### config.mk
export PLATFORM = sky130hd
export DESIGN_NAME = iso_rx_dv_and_link_enh_regs
export DESIGN_NICKNAME = d
export VERILOG_FILES = /design/src/hw/iso_rx_dv_pkg.sv /design/src/hw/iso_rx_dv_and_link_enh_regs.sv
export VERILOG_INCLUDE_DIRS = /design/src /design/src/hw
export SDC_FILE = /design/constraint.sdc
export NUM_CORES = 1
export LEC_CHECK = 0
export BUFFER_PORTS_ARGS = -buffer_cell sky130_fd_sc_hd__buf_4
export CAP_MARGIN = 10
export CORE_MARGIN = 4
export CORE_UTILIZATION = 37
export CTS_CLUSTER_DIAMETER = 50
export DETAILED_ROUTE_END_ITERATION = 8
export GPL_TIMING_DRIVEN = 0
export PLACE_DENSITY_LB_ADDON = 0.12
export SYNTH_ARGS = -nofsm -noshare
export SYNTH_HDL_FRONTEND = slang
export SYNTH_SLANG_ARGS = --single-unit
### constraint.sdc
create_clock -name sys_clk -period 1.6 [get_ports sys_clk]
set_input_delay 0.32 -clock sys_clk [delete_from_list [all_inputs] [get_ports sys_clk]]
set_output_delay 0.32 -clock sys_clk [all_outputs]
set_load 0.03 [all_outputs]
### src/hw/iso_rx_dv_map.svh
// register map constants for the video receive and link enhancement bank
`ifndef ISO_RX_DV_MAP_SVH
`define ISO_RX_DV_MAP_SVH
`define VID_SET_OFS 12'hA80
`define VID_CLR_OFS 12'hA84
`define LNK_SET_OFS 12'hA88
`define LNK_CLR_OFS 12'hA8C
`define LNK_CFG_OFS 12'hAF4
`define CTX_IN_OFS 12'hB00
`define VID_STRIP0_BIT 0
`define VID_SYNC0_BIT 1
`define VID_STRIP1_BIT 4
`define VID_SYNC1_BIT 5
`define LNK_RSVD14_BIT 14
`define LNK_PIPE_OFF_BIT 15
`define VID_WMASK 32'h00000033
`define LNK_WMASK 32'h0000C000
`define VID_RESET 32'h00000000
`define LNK_RESET 32'h00000000
`define BFILL_B_SYNC 2'h1
`define FRAME_TAG_B0 8'h1F
`define FRAME_TAG_LO 4'h7
`define ISOCH_HDR_BIT 30
`endif

### src/hw/iso_rx_dv_pkg.sv
// types for the video receive and link enhancement bank
package iso_rx_dv_pkg;
    typedef enum logic [1:0] {
        RESP_OKAY = 2'b00,
        RESP_SLVERR = 2'b10
    } axi_resp_t;
    typedef struct packed {
        logic header_strip;
        logic frame_sync;
    } ctx_mode_t;
    typedef enum logic [1:0] {
        RX_IDLE = 2'b00,
        RX_WAIT_FRAME = 2'b01,
        RX_STORE = 2'b10
    } rx_state_t;
endpackage

### src/hw/iso_rx_dv_and_link_enh_regs.sv
// register bank and per-context frame sync control for video receive
`timescale 1ns/1ps
`default_nettype none
`include "iso_rx_dv_map.svh"
module iso_rx_dv_and_link_enh_regs (
    // clock and reset
    input wire logic sys_clk,
    input wire logic rst,
    input wire logic global_reset_pin,
    // axi4-lite slave
    input wire logic [11:0] s_awaddr,
    input wire logic s_awvalid,
    output logic s_awready,
    input wire logic [31:0] s_wdata,
    input wire logic [3:0] s_wstrb,
    input wire logic s_wvalid,
    output logic s_wready,
    output iso_rx_dv_pkg::axi_resp_t s_bresp,
    output logic s_bvalid,
    input wire logic s_bready,
    input wire logic [11:0] s_araddr,
    input wire logic s_arvalid,
    output logic s_arready,
    output logic [31:0] s_rdata,
    output iso_rx_dv_pkg::axi_resp_t s_rresp,
    output logic s_rvalid,
    input wire logic s_rready,
    // eeprom preload of link bits
    input wire logic eeprom_load,
    input wire logic [1:0] eeprom_link_bits,
    // receive context 0 and 1 status
    input wire logic [1:0] ctx_isoch_header,
    input wire logic [1:0] ctx_bufferfill,
    input wire logic [3:0] ctx_desc_b,
    // received quadlet stream, per context
    input wire logic [1:0] rx_valid,
    input wire logic [1:0] rx_first,
    input wire logic [63:0] rx_quadlet,
    // per-context receive control, plus the async_tx_pipeline_off link bit
    output logic [1:0] rx_store,
    output logic [1:0] rx_frame_branch,
    output logic async_tx_pipeline_off,
    output iso_rx_dv_pkg::ctx_mode_t [1:0] ctx_mode
);
    import iso_rx_dv_pkg::*;

    logic any_rst;
    logic [31:0] vid_q;
    logic [31:0] lnk_q;
    logic [11:0] awaddr_q;
    logic [31:0] wdata_q;
    logic aw_have_q;
    logic w_have_q;
    logic do_write;
    logic [1:0] vid_strip_ok;
    logic [1:0] vid_sync_ok;

    // power-on and global pin both clear the bank
    assign any_rst = rst | global_reset_pin;

    function automatic logic [31:0] apply_setclr(input logic [31:0] cur,
        input logic [31:0] wd, input logic set, input logic clr,
        input logic [31:0] msk);
        logic [31:0] r;
        r = cur;
        if (set) begin
            r = cur | (wd & msk);
        end
        if (clr) begin
            r = cur & ~(wd & msk);
        end
        return r;
    endfunction

    // write address and data taken in either order
    always_ff @(posedge sys_clk or posedge rst) begin
        if (rst) begin
            aw_have_q <= 1'b0;
            awaddr_q <= 12'h000;
        end else if (do_write) begin
            aw_have_q <= 1'b0;
        end else if (s_awvalid && s_awready) begin
            aw_have_q <= 1'b1;
            awaddr_q <= s_awaddr;
        end
    end

    always_ff @(posedge sys_clk or posedge rst) begin
        if (rst) begin
            w_have_q <= 1'b0;
            wdata_q <= 32'h00000000;
        end else if (do_write) begin
            w_have_q <= 1'b0;
        end else if (s_wvalid && s_wready) begin
            w_have_q <= 1'b1;
            wdata_q <= s_wdata & {{8{s_wstrb[3]}}, {8{s_wstrb[2]}},
                {8{s_wstrb[1]}}, {8{s_wstrb[0]}}};
        end
    end

    assign do_write = aw_have_q && w_have_q && !s_bvalid;

    always_ff @(posedge sys_clk or posedge rst) begin
        if (rst) begin
            s_awready <= 1'b0;
            s_wready <= 1'b0;
        end else begin
            s_awready <= !aw_have_q && !(s_awvalid && s_awready) && !s_bvalid;
            s_wready <= !w_have_q && !(s_wvalid && s_wready) && !s_bvalid;
        end
    end

    always_ff @(posedge sys_clk or posedge rst) begin
        if (rst) begin
            s_bvalid <= 1'b0;
            s_bresp <= RESP_OKAY;
        end else if (do_write) begin
            s_bvalid <= 1'b1;
            unique case (awaddr_q)
                `VID_SET_OFS, `VID_CLR_OFS, `LNK_SET_OFS,
                `LNK_CLR_OFS, `LNK_CFG_OFS: s_bresp <= RESP_OKAY;
                default: s_bresp <= RESP_SLVERR;
            endcase
        end else if (s_bready) begin
            s_bvalid <= 1'b0;
        end
    end

    // reserved bits are masked off, so they always read zero, except link bit 14, which LNK_WMASK and the eeprom preload leave writable
    always_ff @(posedge sys_clk or posedge any_rst) begin
        if (any_rst) begin
            vid_q <= `VID_RESET;
        end else if (do_write) begin
            vid_q <= apply_setclr(vid_q, wdata_q,
                awaddr_q == `VID_SET_OFS, awaddr_q == `VID_CLR_OFS,
                `VID_WMASK);
        end
    end

    // one storage behind the set, clear and config views
    always_ff @(posedge sys_clk or posedge any_rst) begin
        if (any_rst) begin
            lnk_q <= `LNK_RESET;
        end else if (eeprom_load) begin
            lnk_q <= {16'h0000, eeprom_link_bits, 14'h0000};
        end else if (do_write && awaddr_q == `LNK_CFG_OFS) begin
            lnk_q <= wdata_q & `LNK_WMASK;
        end else if (do_write) begin
            lnk_q <= apply_setclr(lnk_q, wdata_q,
                awaddr_q == `LNK_SET_OFS, awaddr_q == `LNK_CLR_OFS,
                `LNK_WMASK);
        end
    end

    always_ff @(posedge sys_clk or posedge rst) begin
        if (rst) begin
            s_arready <= 1'b0;
            s_rvalid <= 1'b0;
            s_rdata <= 32'h00000000;
            s_rresp <= RESP_OKAY;
        end else if (s_arvalid && s_arready) begin
            s_arready <= 1'b0;
            s_rvalid <= 1'b1;
            s_rresp <= RESP_OKAY;
            unique case (s_araddr)
                `VID_SET_OFS, `VID_CLR_OFS: s_rdata <= vid_q;
                `LNK_SET_OFS, `LNK_CLR_OFS, `LNK_CFG_OFS: s_rdata <= lnk_q;
                `CTX_IN_OFS: s_rdata <= {24'h000000, 2'b00,
                    ctx_isoch_header, 2'b00, rx_store};
                default: begin
                    s_rdata <= 32'h00000000;
                    s_rresp <= RESP_SLVERR;
                end
            endcase
        end else if (s_rvalid) begin
            if (s_rready) begin
                s_rvalid <= 1'b0;
            end
        end else begin
            s_arready <= 1'b1;
        end
    end

    always_ff @(posedge sys_clk or posedge any_rst) begin
        if (any_rst) begin
            async_tx_pipeline_off <= 1'b0;
        end else begin
            async_tx_pipeline_off <= lnk_q[`LNK_PIPE_OFF_BIT];
        end
    end

    assign vid_strip_ok[0] = vid_q[`VID_STRIP0_BIT] && !ctx_isoch_header[0];
    assign vid_strip_ok[1] = vid_q[`VID_STRIP1_BIT] && !ctx_isoch_header[1];
    assign vid_sync_ok[0] = vid_q[`VID_SYNC0_BIT] && vid_strip_ok[0];
    assign vid_sync_ok[1] = vid_q[`VID_SYNC1_BIT] && vid_strip_ok[1];

    // frame sync engine repeats once per context
    genvar c;
    generate
        for (c = 0; c < 2; c++) begin : g_ctx
            rx_state_t st_q;
            logic [1:0] qcnt_q;
            logic [31:0] qd;
            logic tag_hit;
            logic sync_on;
            assign qd = rx_quadlet[32*c +: 32];
            // first byte 1Fh, low nibble of second byte 7h
            assign tag_hit = qd[31:24] == `FRAME_TAG_B0 &&
                qd[19:16] == `FRAME_TAG_LO && qcnt_q == 2'h2;
            assign sync_on = vid_sync_ok[c] && ctx_bufferfill[c] &&
                ctx_desc_b[2*c +: 2] == `BFILL_B_SYNC;

            always_ff @(posedge sys_clk or posedge rst) begin
                if (rst) begin
                    qcnt_q <= 2'h0;
                end else if (rx_valid[c] && rx_first[c]) begin
                    qcnt_q <= 2'h1;
                end else if (rx_valid[c] && qcnt_q != 2'h3) begin
                    qcnt_q <= qcnt_q + 2'h1;
                end
            end

            always_ff @(posedge sys_clk or posedge rst) begin
                if (rst) begin
                    st_q <= RX_IDLE;
                end else if (!sync_on) begin
                    // re-arm: the next enable waits for a fresh frame start
                    st_q <= RX_IDLE;
                end else begin
                    unique case (st_q)
                        RX_IDLE, RX_WAIT_FRAME: begin
                            if (rx_valid[c] && tag_hit) begin
                                st_q <= RX_STORE;
                            end else begin
                                st_q <= RX_WAIT_FRAME;
                            end
                        end
                        RX_STORE: st_q <= RX_STORE;
                        default: st_q <= RX_IDLE;
                    endcase
                end
            end

            // header quadlets (count 0,1) are dropped when stripping
            always_ff @(posedge sys_clk or posedge rst) begin
                if (rst) begin
                    rx_store[c] <= 1'b0;
                    rx_frame_branch[c] <= 1'b0;
                    ctx_mode[c] <= '0;
                end else begin
                    rx_store[c] <= rx_valid[c] && !(vid_strip_ok[c] &&
                        (rx_first[c] || qcnt_q == 2'h1)) &&
                        (st_q == RX_STORE || !sync_on || tag_hit);
                    // out-of-place tag: a frame start mid-frame
                    rx_frame_branch[c] <= sync_on && st_q == RX_STORE &&
                        rx_valid[c] && tag_hit;
                    ctx_mode[c] <= '{header_strip: vid_strip_ok[c],
                        frame_sync: vid_sync_ok[c]};
                end
            end
        end
    endgenerate

    property p_rsvd_zero;
        @(posedge sys_clk) disable iff (any_rst)
        (vid_q[3:2] == 2'b00) && (lnk_q[31:16] == 16'h0000);
    endproperty
    a_rsvd_zero: assert property (p_rsvd_zero)
        else $error("reserved bits not zero");

    property p_sync_gate;
        @(posedge sys_clk) disable iff (any_rst)
        ctx_mode[1].frame_sync |-> ctx_mode[1].header_strip;
    endproperty
    a_sync_gate: assert property (p_sync_gate)
        else $error("sync enabled without strip");

    property p_pipe_follow;
        @(posedge sys_clk) disable iff (any_rst)
        $rose(lnk_q[15]) |=> async_tx_pipeline_off;
    endproperty
    a_pipe_follow: assert property (p_pipe_follow)
        else $error("pipeline off not followed");

    property p_bresp;
        @(posedge sys_clk) disable iff (rst)
        do_write |=> s_bvalid;
    endproperty
    a_bresp: assert property (p_bresp)
        else $error("no write response");

    property p_strip_head;
        @(posedge sys_clk) disable iff (any_rst)
        rx_valid[0] && rx_first[0] && vid_strip_ok[0] |=> !rx_store[0];
    endproperty
    a_strip_head: assert property (p_strip_head)
        else $error("header quadlet stored while stripping");

    property p_frame_wait;
        @(posedge sys_clk) disable iff (any_rst)
        g_ctx[1].sync_on && g_ctx[1].st_q != RX_STORE &&
            !g_ctx[1].tag_hit |=> !rx_store[1];
    endproperty
    a_frame_wait: assert property (p_frame_wait)
        else $error("data stored before frame start");
endmodule // iso_rx_dv_and_link_enh_regs
`default_nettype wire

==> results.ini, run 1 <==
[status]
status = finished with violations
violations = negative setup slack

[setup_path]
path_cells = nor2_4, or4b_4, o311ai_2, o31ai_1, o32a_1
cp_data_arrival_time_ns = 1.88
path_max_fanout = 4
cp-startpoint = awaddr_q[0]
rr_worst_depth = 5
cp-end-kind = register
critPathLaunchType = register
required_ns = 1.80
critical-path-max-stage-delay_ns = 0.51
cp_slowest_cell = or4b_4
rr_startpoint = awaddr_q[0]
worstSetupPathType = reg2reg

[layout]
final_util = 0.582
area_growth_syn_to_layout_pct = 52.2
antenna_cells = 0
final_area_um2 = 4240
final_common_cell = buf_4
finalNetCount = 569
most-common-layout-cells = buf_4, dfrtp_1, nand2_1, o21ai_0, nor2_1
drive_gt1_frac = 0.499

[drt]
dr.pass1.iters = 4
viasPerCell = 4.65
routedWlPerCell_um = 12.8
drcViolationCount = 0
vias = 2417
drt_wl_total_um = 6650
drt_iter0_drc = 66
ant_nets = 0

[synth]
synth-simple-area-share = 0.200
synthXorXnorAreaFrac = 0
synth_edf_count = 0
yosys_warnings = 0
netlist_instances = 271
seq_area_frac_synth = 0.512
synth_compound_area_frac = 0.112
synth_area_leaders = dfrtp_1, buf_4, mux2_2, nand2_1, o21ai_0
synth.avg_cell_area_um2 = 10.3
synth_top_family_by_area = simple AND/OR/NAND/NOR gates
synth_top_area_cell = dfrtp_1
ys_types = 43
synth_adder_area_share = 0.0269
async_flop_share = 1.00
ys_seq_elements = 57
synth.top_cell.area_share = 0.512
synthMuxAreaShare = 0.0557
ys.flop_type = dfrtp_1
netlist_area_um2 = 2790

[cts]
cts_buffers = 9
cts_sinks = 57
clock_path_buffers = 2
path_clk_slew_ns = 0.06
cts.htree.levels = 3
cts_tree = yes
clock_latency_ns = 0.33
hold_buffers = 0
cts_root_buf = clkbuf_8

[place]
place_congestion = 0.770
place_area_um2 = 3880
dp_hpwl_um = 5230
port-buffer-count = 126

[sta]
worst_pin_slew_ns = 0.580
finalHoldWorstSlack_ns = 0.0473
slew_violations = 0
period_needed_ns = 1.67
setup_ws_ns = -0.0716
fin_crit_sh = 1.04
setup_tns_ns = -0.262
skew_ns = 0.00777
finalSetupViolCount = 5
relSlewSlack = 0.612
fmax_ghz = 0.598
rsz0062_at_grt = true
finalHoldViolations = 0

[floorplanning]
die_h_um = 94.8
die-area_um2 = 8980
start_util = 0.382
core_um2 = 7290
row_count = 31
die-width_um = 94.8
ioPinCount = 197

[pwr]
power_frac_comb = 0.277
vdd_drop_max_mv = 0.726
report.power.total_mw = 4.99
leakagePower_nw = 2.11
cellPowerDensity_nw_per_um2 = 1180
p_clk_frac = 0.284
p_sw_mw = 1.61
internal_power_mw = 3.39
swShare = 0.322
p_seq_frac = 0.440

[grt]
grt-ovfl-total = 0
grt_max_degree = 28
track_usage = 0.153
antenna_found_initial = 0
grt_pass1_vias = 2420
grt_pass1_wl_um = 10700

[worst_hold_path]
holdCritPathClass = in2async

[run]
cap_violations = 0

## worst paths after layout
| path | end | slack (ns) |
|---|---|---|
| hold / removal | s_rdata[14] | 0.05 |
| setup / recovery | lnk_q[14] | -0.07 |
| min in group sys_clk | s_bvalid | 0.16 |
| max in group asynchronous | s_rdata[30] | 1.01 |
| hold reg to reg | async_tx_pipeline_off | 0.42 |
| setup reg to reg | lnk_q[14] | -0.07 |
## area by class of cell
cell class                      count  area [µm²]
Buffer                             30         221
Clock buffer                       12         165
Clock inverter                      4        50.0
Fill cell                         688        3050
Inverter                           11        41.3
Multi-Input combinational cell    174        1190
Sequential cell                    57        1430
Tap cell                           99         124
Timing Repair Buffer              133        1020
## kinds of logic (layout without fill, tap and decap cells)
family,count (synthesis),count (layout)
other,1,2
buffers and inverters,41,190
AND/OR/NAND/NOR,100,100
flip-flops,57,57
multiplexers,14,14
AO/OA/AOI/OAI,52,52
adder cells (fa/ha/maj),6,6
## metal layers
metal,wire [µm],track usage,vias to the layer above
li1,-,-,1219
met1,2920,0.192,1114
met2,3150,0.252,78
met3,515,0.0430,6
met4,62,0.0565,0
met5,0,0,-
## state kept, by name, indices dropped and copies added (netlist names)
| name | flops |
|---|---|
| awaddr_q | 12 |
| s_rdata | 7 |
| wdata_q | 6 |
| ctx_mode | 4 |
| g_ctx.qcnt_q | 4 |
| g_ctx.st_q | 4 |
| vid_q | 4 |
| lnk_q | 2 |
| rx_frame_branch | 2 |
| rx_store | 2 |
| async_tx_pipeline_off | 1 |
| aw_have_q | 1 |
| s_arready | 1 |
| s_awready | 1 |
| s_bresp | 1 |
| s_bvalid | 1 |
| s_rresp | 1 |
| s_rvalid | 1 |
| s_wready | 1 |
| w_have_q | 1 |
## metrics by stage
stage / cells / setup slack (ns)
5_1_grt: 520 / -0.134
3_5_place_dp: 498 / -0.223
6_report: 520 / -0.0716
4_1_cts: 517 / -0.106
3_3_place_gp: 497 / -0.804
2_1_floorplan: 272 / -0.0297
## synthesized netlist by cell type (all sizes together), types with 3 or more instances
| cell type | instances |
|---|---|
| nor4b | 3 |
| o21ai | 25 |
| mux2 | 12 |
| nand3 | 10 |
| ha | 6 |
| nand2 | 31 |
| nand4 | 5 |
| o31ai | 3 |
| and3 | 5 |
| and2 | 5 |
| nor3b | 3 |
| a21oi | 12 |
| buf | 28 |
| dfrtp | 57 |
| inv | 11 |
| a22oi | 4 |
| nor2 | 17 |
| nor2b | 4 |
## power by group through the flow
stage | clock network [mW] | logic (mW) | registers [mW]
2_1_floorplan | 0 | 0.711 | 2.27
3_3_place_gp | 0 | 1.27 | 2.19
3_5_place_dp | 0 | 1.30 | 2.20
4_1_cts | 1.46 | 1.37 | 2.18
5_1_grt | 1.52 | 1.56 | 2.26
6_report | 1.42 | 1.38 | 2.19
## critical path: cells and delay by family, from the launching register on
family | cells | cell delay, ns
AND/OR/NAND/NOR | 2 | 0.63
flip-flops | 1 | 0.41
AO/OA/AOI/OAI | 3 | 0.52
## timing repair
| action | 4_1_cts | 5_1_grt |
|---|---|---|
| pin swaps | 4 | 12 |
| hold endpoints to repair | 0 | 0 |
| endpoints found under the setup margin | 35 | 50 |
| gates resized for setup | 9 | 13 |
| setup buffers | 3 | 3 |
(Power assumes the default switching activity.)
==> run 2: changes to the inputs <==
Settings changed: BUFFER_PORTS_ARGS -buffer_cell sky130_fd_sc_hd__buf_4 to -buffer_cell sky130_fd_sc_hd__buf_2, PLACE_DENSITY set to 0.8, PLACE_DENSITY_LB_ADDON 0.12 to not set, SETUP_SLACK_MARGIN set to 0.02.
==> results.ini, run 2 (synthesis gave the netlist of run 1 again) <==
[sta]
slew_violations = 0  ; unchanged
rsz0062_at_grt = true  ; unchanged
finalSetupViolCount = 12  ; was 5
fmax_ghz = 0.596  ; was 0.598 GHz
relSlewSlack = 0.383  ; was 0.612
skew_ns = 0.00877  ; was 0.00777 ns
worst_pin_slew_ns = 0.913  ; was 0.580 ns
finalHoldWorstSlack_ns = 0.0434  ; was 0.0473 ns
finalHoldViolations = 0  ; unchanged
setup_ws_ns = -0.0769  ; was -0.0716 ns
period_needed_ns = 1.68  ; was 1.67 ns
fin_crit_sh = 1.05  ; was 1.04

[cts]
cts_tree = yes  ; unchanged
clock_latency_ns = 0.33  ; about the same
cts_root_buf = clkbuf_8  ; unchanged
cts.htree.levels = 3  ; unchanged
cts_buffers = 9  ; unchanged
path_clk_slew_ns = 0.07  ; was 0.06 ns
cts_sinks = 57  ; unchanged
clock_path_buffers = 2  ; unchanged

[pwr]
cellPowerDensity_nw_per_um2 = 1160  ; was 1180 nW/µm²
leakagePower_nw = 2.11  ; about the same
vdd_drop_max_mv = 0.761  ; was 0.726 mV

[setup_path]
crit_family = simple AND/OR/NAND/NOR gates  ; unchanged
worstSetupPathType = reg2reg  ; unchanged
path_cells = nor2_4, or4b_4, o311ai_4, o31ai_1, o32a_1  ; was nor2_4, or4b_4, o311ai_2, o31ai_1, o32a_1
path_max_fanout = 4  ; unchanged
cp_data_arrival_time_ns = 1.89  ; was 1.88 ns
required_ns = 1.81  ; was 1.80 ns
path_buf_inv = 0  ; unchanged
cp_slowest_cell = or4b_4  ; unchanged
critical-path-max-stage-delay_ns = 0.52  ; was 0.51 ns
cp-end-kind = register  ; unchanged
critPathLaunchType = register  ; unchanged

[place]
place_ws_ns = -0.195  ; was -0.223 ns
dp_hpwl_um = 5480  ; was 5230 µm
port-buffer-count = 126  ; unchanged
place_congestion = 0.764  ; was 0.770
place_area_um2 = 3570  ; was 3880 µm²
placedCellCount = 498  ; unchanged

[grt]
grt_max_degree = 29  ; was 28
track_usage = 0.165  ; was 0.153
grt_pass1_wl_um = 11500  ; was 10700 µm
antenna_found_initial = 0  ; unchanged
grt_pass1_vias = 2584  ; was 2420
grt-ovfl-total = 0  ; unchanged

[floorplanning]
start_util = 0.382  ; unchanged
row_count = 31  ; unchanged
ioPinCount = 197  ; unchanged
die_h_um = 94.8  ; unchanged
core_um2 = 7290  ; unchanged
die-width_um = 94.8  ; unchanged
die-area_um2 = 8980  ; unchanged

[layout]
final_area_um2 = 4250  ; was 4240 µm²
fillers = 616  ; was 688
area_growth_syn_to_layout_pct = 52.5  ; was 52.2%
final_util = 0.583  ; was 0.582
most-common-layout-cells = buf_2, dfrtp_1, buf_6, nand2_1, o21ai_0  ; was buf_4, dfrtp_1, nand2_1, o21ai_0, nor2_1
finalNetCount = 575  ; was 569
reg_top3 = awaddr_q (12), s_rdata (7), wdata_q (6)  ; unchanged
regArea_um2 = 1430  ; unchanged
final_common_cell = buf_2  ; was buf_4
largest_reg_flops = 12  ; unchanged
final_cell_count_no_fill = 526  ; was 520
largest-register = awaddr_q  ; unchanged
antenna_cells = 0  ; unchanged
multi_input_area_um2 = 1170  ; was 1190 µm²
drive_gt1_frac = 0.501  ; was 0.499

[drt]
routedWlPerCell_um = 14.8  ; was 12.8 µm
drcViolationCount = 0  ; unchanged
viasPerCell = 4.85  ; was 4.65
dr.pass1.iters = 4  ; unchanged
vias = 2553  ; was 2417
drt_wl_total_um = 7760  ; was 6650 µm
drt_iter0_drc = 77  ; was 66
ant_nets = 0  ; unchanged

[worst_hold_path]
holdCritPathClass = in2async  ; unchanged

[status]
status = finished with violations  ; unchanged
violations = negative setup slack  ; unchanged

[run]
cap_violations = 0  ; unchanged

[run 2: cell types whose count changed in the layout (fill, tap and decap cells not counted), sizes merged]
cell	delta
buf	+5
clkbuf	+1
[run 2: path summary, 6_finish.rpt]
path	startpoint	to	slack (ns)	depth (start not counted)
worst max-delay path	awaddr_q[1]	lnk_q[14]	-0.08	5
worst min-delay path	rst	s_rdata[15]	0.04	2
worst max register to register	awaddr_q[1]	lnk_q[14]	-0.08	5
worst min register to register	lnk_q[15]	async_tx_pipeline_off	0.46	0
max in group asynchronous	rst	s_bvalid	1.02	3
min in group sys_clk	ctx_isoch_header[0]	ctx_mode[1]	0.16	2
[run 2: metal layers]
metal,global-route usage,vias to the layer above,part of all wire
met5,0,-,0
met4,0.0541,0,0.013
met2,0.302,100,0.51
met3,0.0446,9,0.080
li1,-,1222,-
met1,0.184,1222,0.40
[run 2: timing repair]
action | in CTS | in global routing
buffers inserted | 6 | 4
hold buffers | 0 | 0
gates resized for setup | 69 | 25
endpoints found under the setup margin | 44 | 45
cloned | 1 | 1
pin swaps | 4 | 6
[run 2: through the flow]
step,setup TNS (ns),total power [mW]
3_3_place_gp,-28.60,3.33
2_1_floorplan,-0.0574,2.98
5_1_grt,-1.47,5.26
4_1_cts,-0.294,4.93
3_5_place_dp,-1.69,3.43
6_report,-0.301,4.95
[run 2: power by group]
part / internal, mW / switching, mW / total, mW
logic: 0.623 / 0.703 / 1.33
clock network: 0.843 / 0.582 / 1.43
registers: 1.83 / 0.359 / 2.19
[run 2: cell type report]
| cell class | instances | area share |
|---|---|---|
| plain buffers | 30 | 0.0733 |
| clock buffers | 12 | 0.0389 |
| clock inverters | 4 | 0.0118 |
| inverters | 11 | 0.00971 |
| multi-input cells | 174 | 0.275 |
| flip-flops and latches | 57 | 0.337 |
| well taps | 99 | 0.0291 |
| repair buffers | 139 | 0.225 |
==> run 3: changes to the inputs <==
--- a/config.mk
+++ b/config.mk
@@ -7,4 +7,5 @@
 export NUM_CORES = 1
 export LEC_CHECK = 0
+export ABC_CLOCK_PERIOD_IN_PS = 1600
 export BUFFER_PORTS_ARGS = -buffer_cell sky130_fd_sc_hd__buf_2
 export CAP_MARGIN = 10
==> constraint.sdc (replaced) <==
create_clock -name sys_clk -period 1.6 [get_ports sys_clk]
set_input_delay 0.32 -clock sys_clk [delete_from_list [all_inputs] [get_ports sys_clk]]
set_output_delay 0.32 -clock sys_clk [all_outputs]
set_load 0.005 [all_outputs]
==> results.ini, run 3 (synthesis gave the netlist of run 1 again) <==
[status]
status = finished with violations  ; unchanged
violations = negative setup slack  ; unchanged

[setup_path]
rr_worst_depth = 5  ; unchanged
worstSetupPathType = reg2reg  ; unchanged
r2r_end = vid_q[4]  ; was lnk_q[14]
cp-end-kind = register  ; unchanged
r2r_slack_ns = -0.07  ; was -0.08 ns
rr_startpoint = awaddr_q[0]  ; was awaddr_q[1]
critPathLaunchType = register  ; unchanged
cp_data_arrival_time_ns = 1.89  ; about the same
path_max_fanout = 8  ; was 4
required_ns = 1.82  ; was 1.81 ns

[drt]
m1WireLength_um = 2950  ; was 3110 µm
routedWlPerCell_um = 13.6  ; was 14.8 µm
vias = 2536  ; was 2553
wl_met2_um = 3430  ; was 3930 µm
drcViolationCount = 0  ; unchanged
viasPerCell = 4.82  ; was 4.85
drt_iter0_drc = 82  ; was 77
ant_nets = 0  ; unchanged
drt_wl_total_um = 7140  ; was 7760 µm
dr.pass1.iters = 4  ; unchanged
top_layer_used = met4  ; unchanged
met3_length_um = 617  ; was 619 µm

[floorplanning]
die-area_um2 = 8980  ; unchanged
die_h_um = 94.8  ; unchanged
die-width_um = 94.8  ; unchanged
ioPinCount = 197  ; unchanged
core_um2 = 7290  ; unchanged
start_util = 0.382  ; unchanged
row_count = 31  ; unchanged

[place]
dp_hpwl_um = 5480  ; about the same
place_area_um2 = 3560  ; was 3570 µm²
place_congestion = 0.769  ; was 0.764
place_ws_ns = -0.156  ; was -0.195 ns
port-buffer-count = 126  ; unchanged

[layout]
most-common-layout-cells = buf_2, dfrtp_1, buf_4, nand2_1, o21ai_0  ; was buf_2, dfrtp_1, buf_6, nand2_1, o21ai_0
regArea_um2 = 1430  ; about the same
drive_gt1_frac = 0.511  ; was 0.501
reg_top3 = awaddr_q (12), s_rdata (7), wdata_q (6)  ; unchanged
largest_reg_flops = 12  ; unchanged
largest-register = awaddr_q  ; unchanged
area_growth_syn_to_layout_pct = 42.8  ; was 52.5%
fillers = 660  ; was 616
antenna_cells = 0  ; unchanged
final_area_um2 = 3980  ; was 4250 µm²
multi_input_area_um2 = 1180  ; was 1170 µm²
final_common_cell = buf_2  ; unchanged
finalNetCount = 575  ; unchanged

[sta]
relSlewSlack = 0.453  ; was 0.383
worst_pin_slew_ns = 0.809  ; was 0.913 ns
rsz0062_at_grt = true  ; unchanged
setup_ws_ns = -0.0678  ; was -0.0769 ns
finalHoldWorstSlack_ns = 0.117  ; was 0.0434 ns
period_needed_ns = 1.67  ; was 1.68 ns
fmax_ghz = 0.600  ; was 0.596 GHz
setup_tns_ns = -0.253  ; was -0.301 ns
fin_crit_sh = 1.04  ; was 1.05
slew_violations = 0  ; unchanged
finalSetupViolCount = 7  ; was 12
finalHoldViolations = 0  ; unchanged
skew_ns = 0.00435  ; was 0.00877 ns

[cts]
cts_buffers = 9  ; unchanged
cts.htree.levels = 3  ; unchanged
cts_tree = yes  ; unchanged
clock_latency_ns = 0.33  ; about the same
clock_path_buffers = 2  ; unchanged
path_clk_slew_ns = 0.06  ; was 0.07 ns
cts_root_buf = clkbuf_8  ; unchanged
cts_sinks = 57  ; unchanged

[grt]
antenna_found_initial = 0  ; unchanged
grt_max_degree = 33  ; was 29
grt_pass1_vias = 2444  ; was 2584
grt-ovfl-total = 0  ; unchanged
grt_pass1_wl_um = 10800  ; was 11500 µm
track_usage = 0.155  ; was 0.165

[pwr]
leakagePower_nw = 2.07  ; was 2.11 nW
cellPowerDensity_nw_per_um2 = 1230  ; was 1160 nW/µm²
vdd_drop_max_mv = 0.725  ; was 0.761 mV
report.power.total_mw = 4.90  ; was 4.95 mW

[worst_hold_path]
holdCritPathClass = in2async  ; unchanged

[run]
cap_violations = 0  ; unchanged

-- run 3: cell types whose count changed in the layout (fill, tap and decap cells not counted), sizes merged --
cell,delta
dlygate4sd3,+1
bufinv,+1
clkbuf,-2
clkinvlp,-1
clkinv,+1
-- run 3: worst max-delay path by stage --
stage / startpoint / endpoint / slack (ns) / depth (start not counted)
2_1_floorplan: awaddr_q[0] / lnk_q[14] / -0.01 / 5
3_3_place_gp: rst / awaddr_q[11] / -0.57 / 2
3_5_place_dp: awaddr_q[8] / vid_q[4] / -0.16 / 5
4_1_cts: awaddr_q[1] / vid_q[4] / -0.08 / 5
5_1_grt: awaddr_q[0] / vid_q[4] / -0.15 / 5
6_report: awaddr_q[0] / vid_q[4] / -0.07 / 5
-- run 3: routing by layer --
metal  vias up  GRT usage
li1       1223          -
met1      1193      0.175
met2       107      0.270
met3        13     0.0446
met4         0     0.0673
met5         -          0
-- run 3: worst max-delay path, stage by stage (launching register included) --
cell	delay (ns)
dfrtp_1	0.41
nor2_4	0.12
or4b_4	0.51
nor3_4	0.26
and3_4	0.24
nor2_2	0.03
-- run 3: report_power, final --
group	switching (mW)	internal, mW
clock	0.558	0.956
sequential	0.363	1.83
combinational	0.536	0.652
-- run 3: metrics by stage --
| stage | cells | utilization |
|---|---|---|
| after floorplan | 272 | - |
| after global placement | 497 | 0.486 |
| after detailed placement | 498 | 0.489 |
| after CTS | 521 | 0.532 |
| after global routing | 526 | 0.546 |
| final | 526 | 0.546 |
-- run 3: area by class of cell --
class / count / area share
Inverter: 11 / 0.0104
Clock buffer: 11 / 0.0381
Clock inverter: 5 / 0.0195
Tap cell: 99 / 0.0311
Buffer: 30 / 0.0550
Sequential cell: 57 / 0.359
Multi-Input combinational cell: 174 / 0.298
Timing Repair Buffer: 139 / 0.189
-- run 3: what timing repair did --
action,CTS,global route
hold endpoints to repair,15,0
setup buffers,6,8
gates resized for setup,7,17
setup endpoints to repair,45,49
hold buffers,1,0
pin swaps,5,16
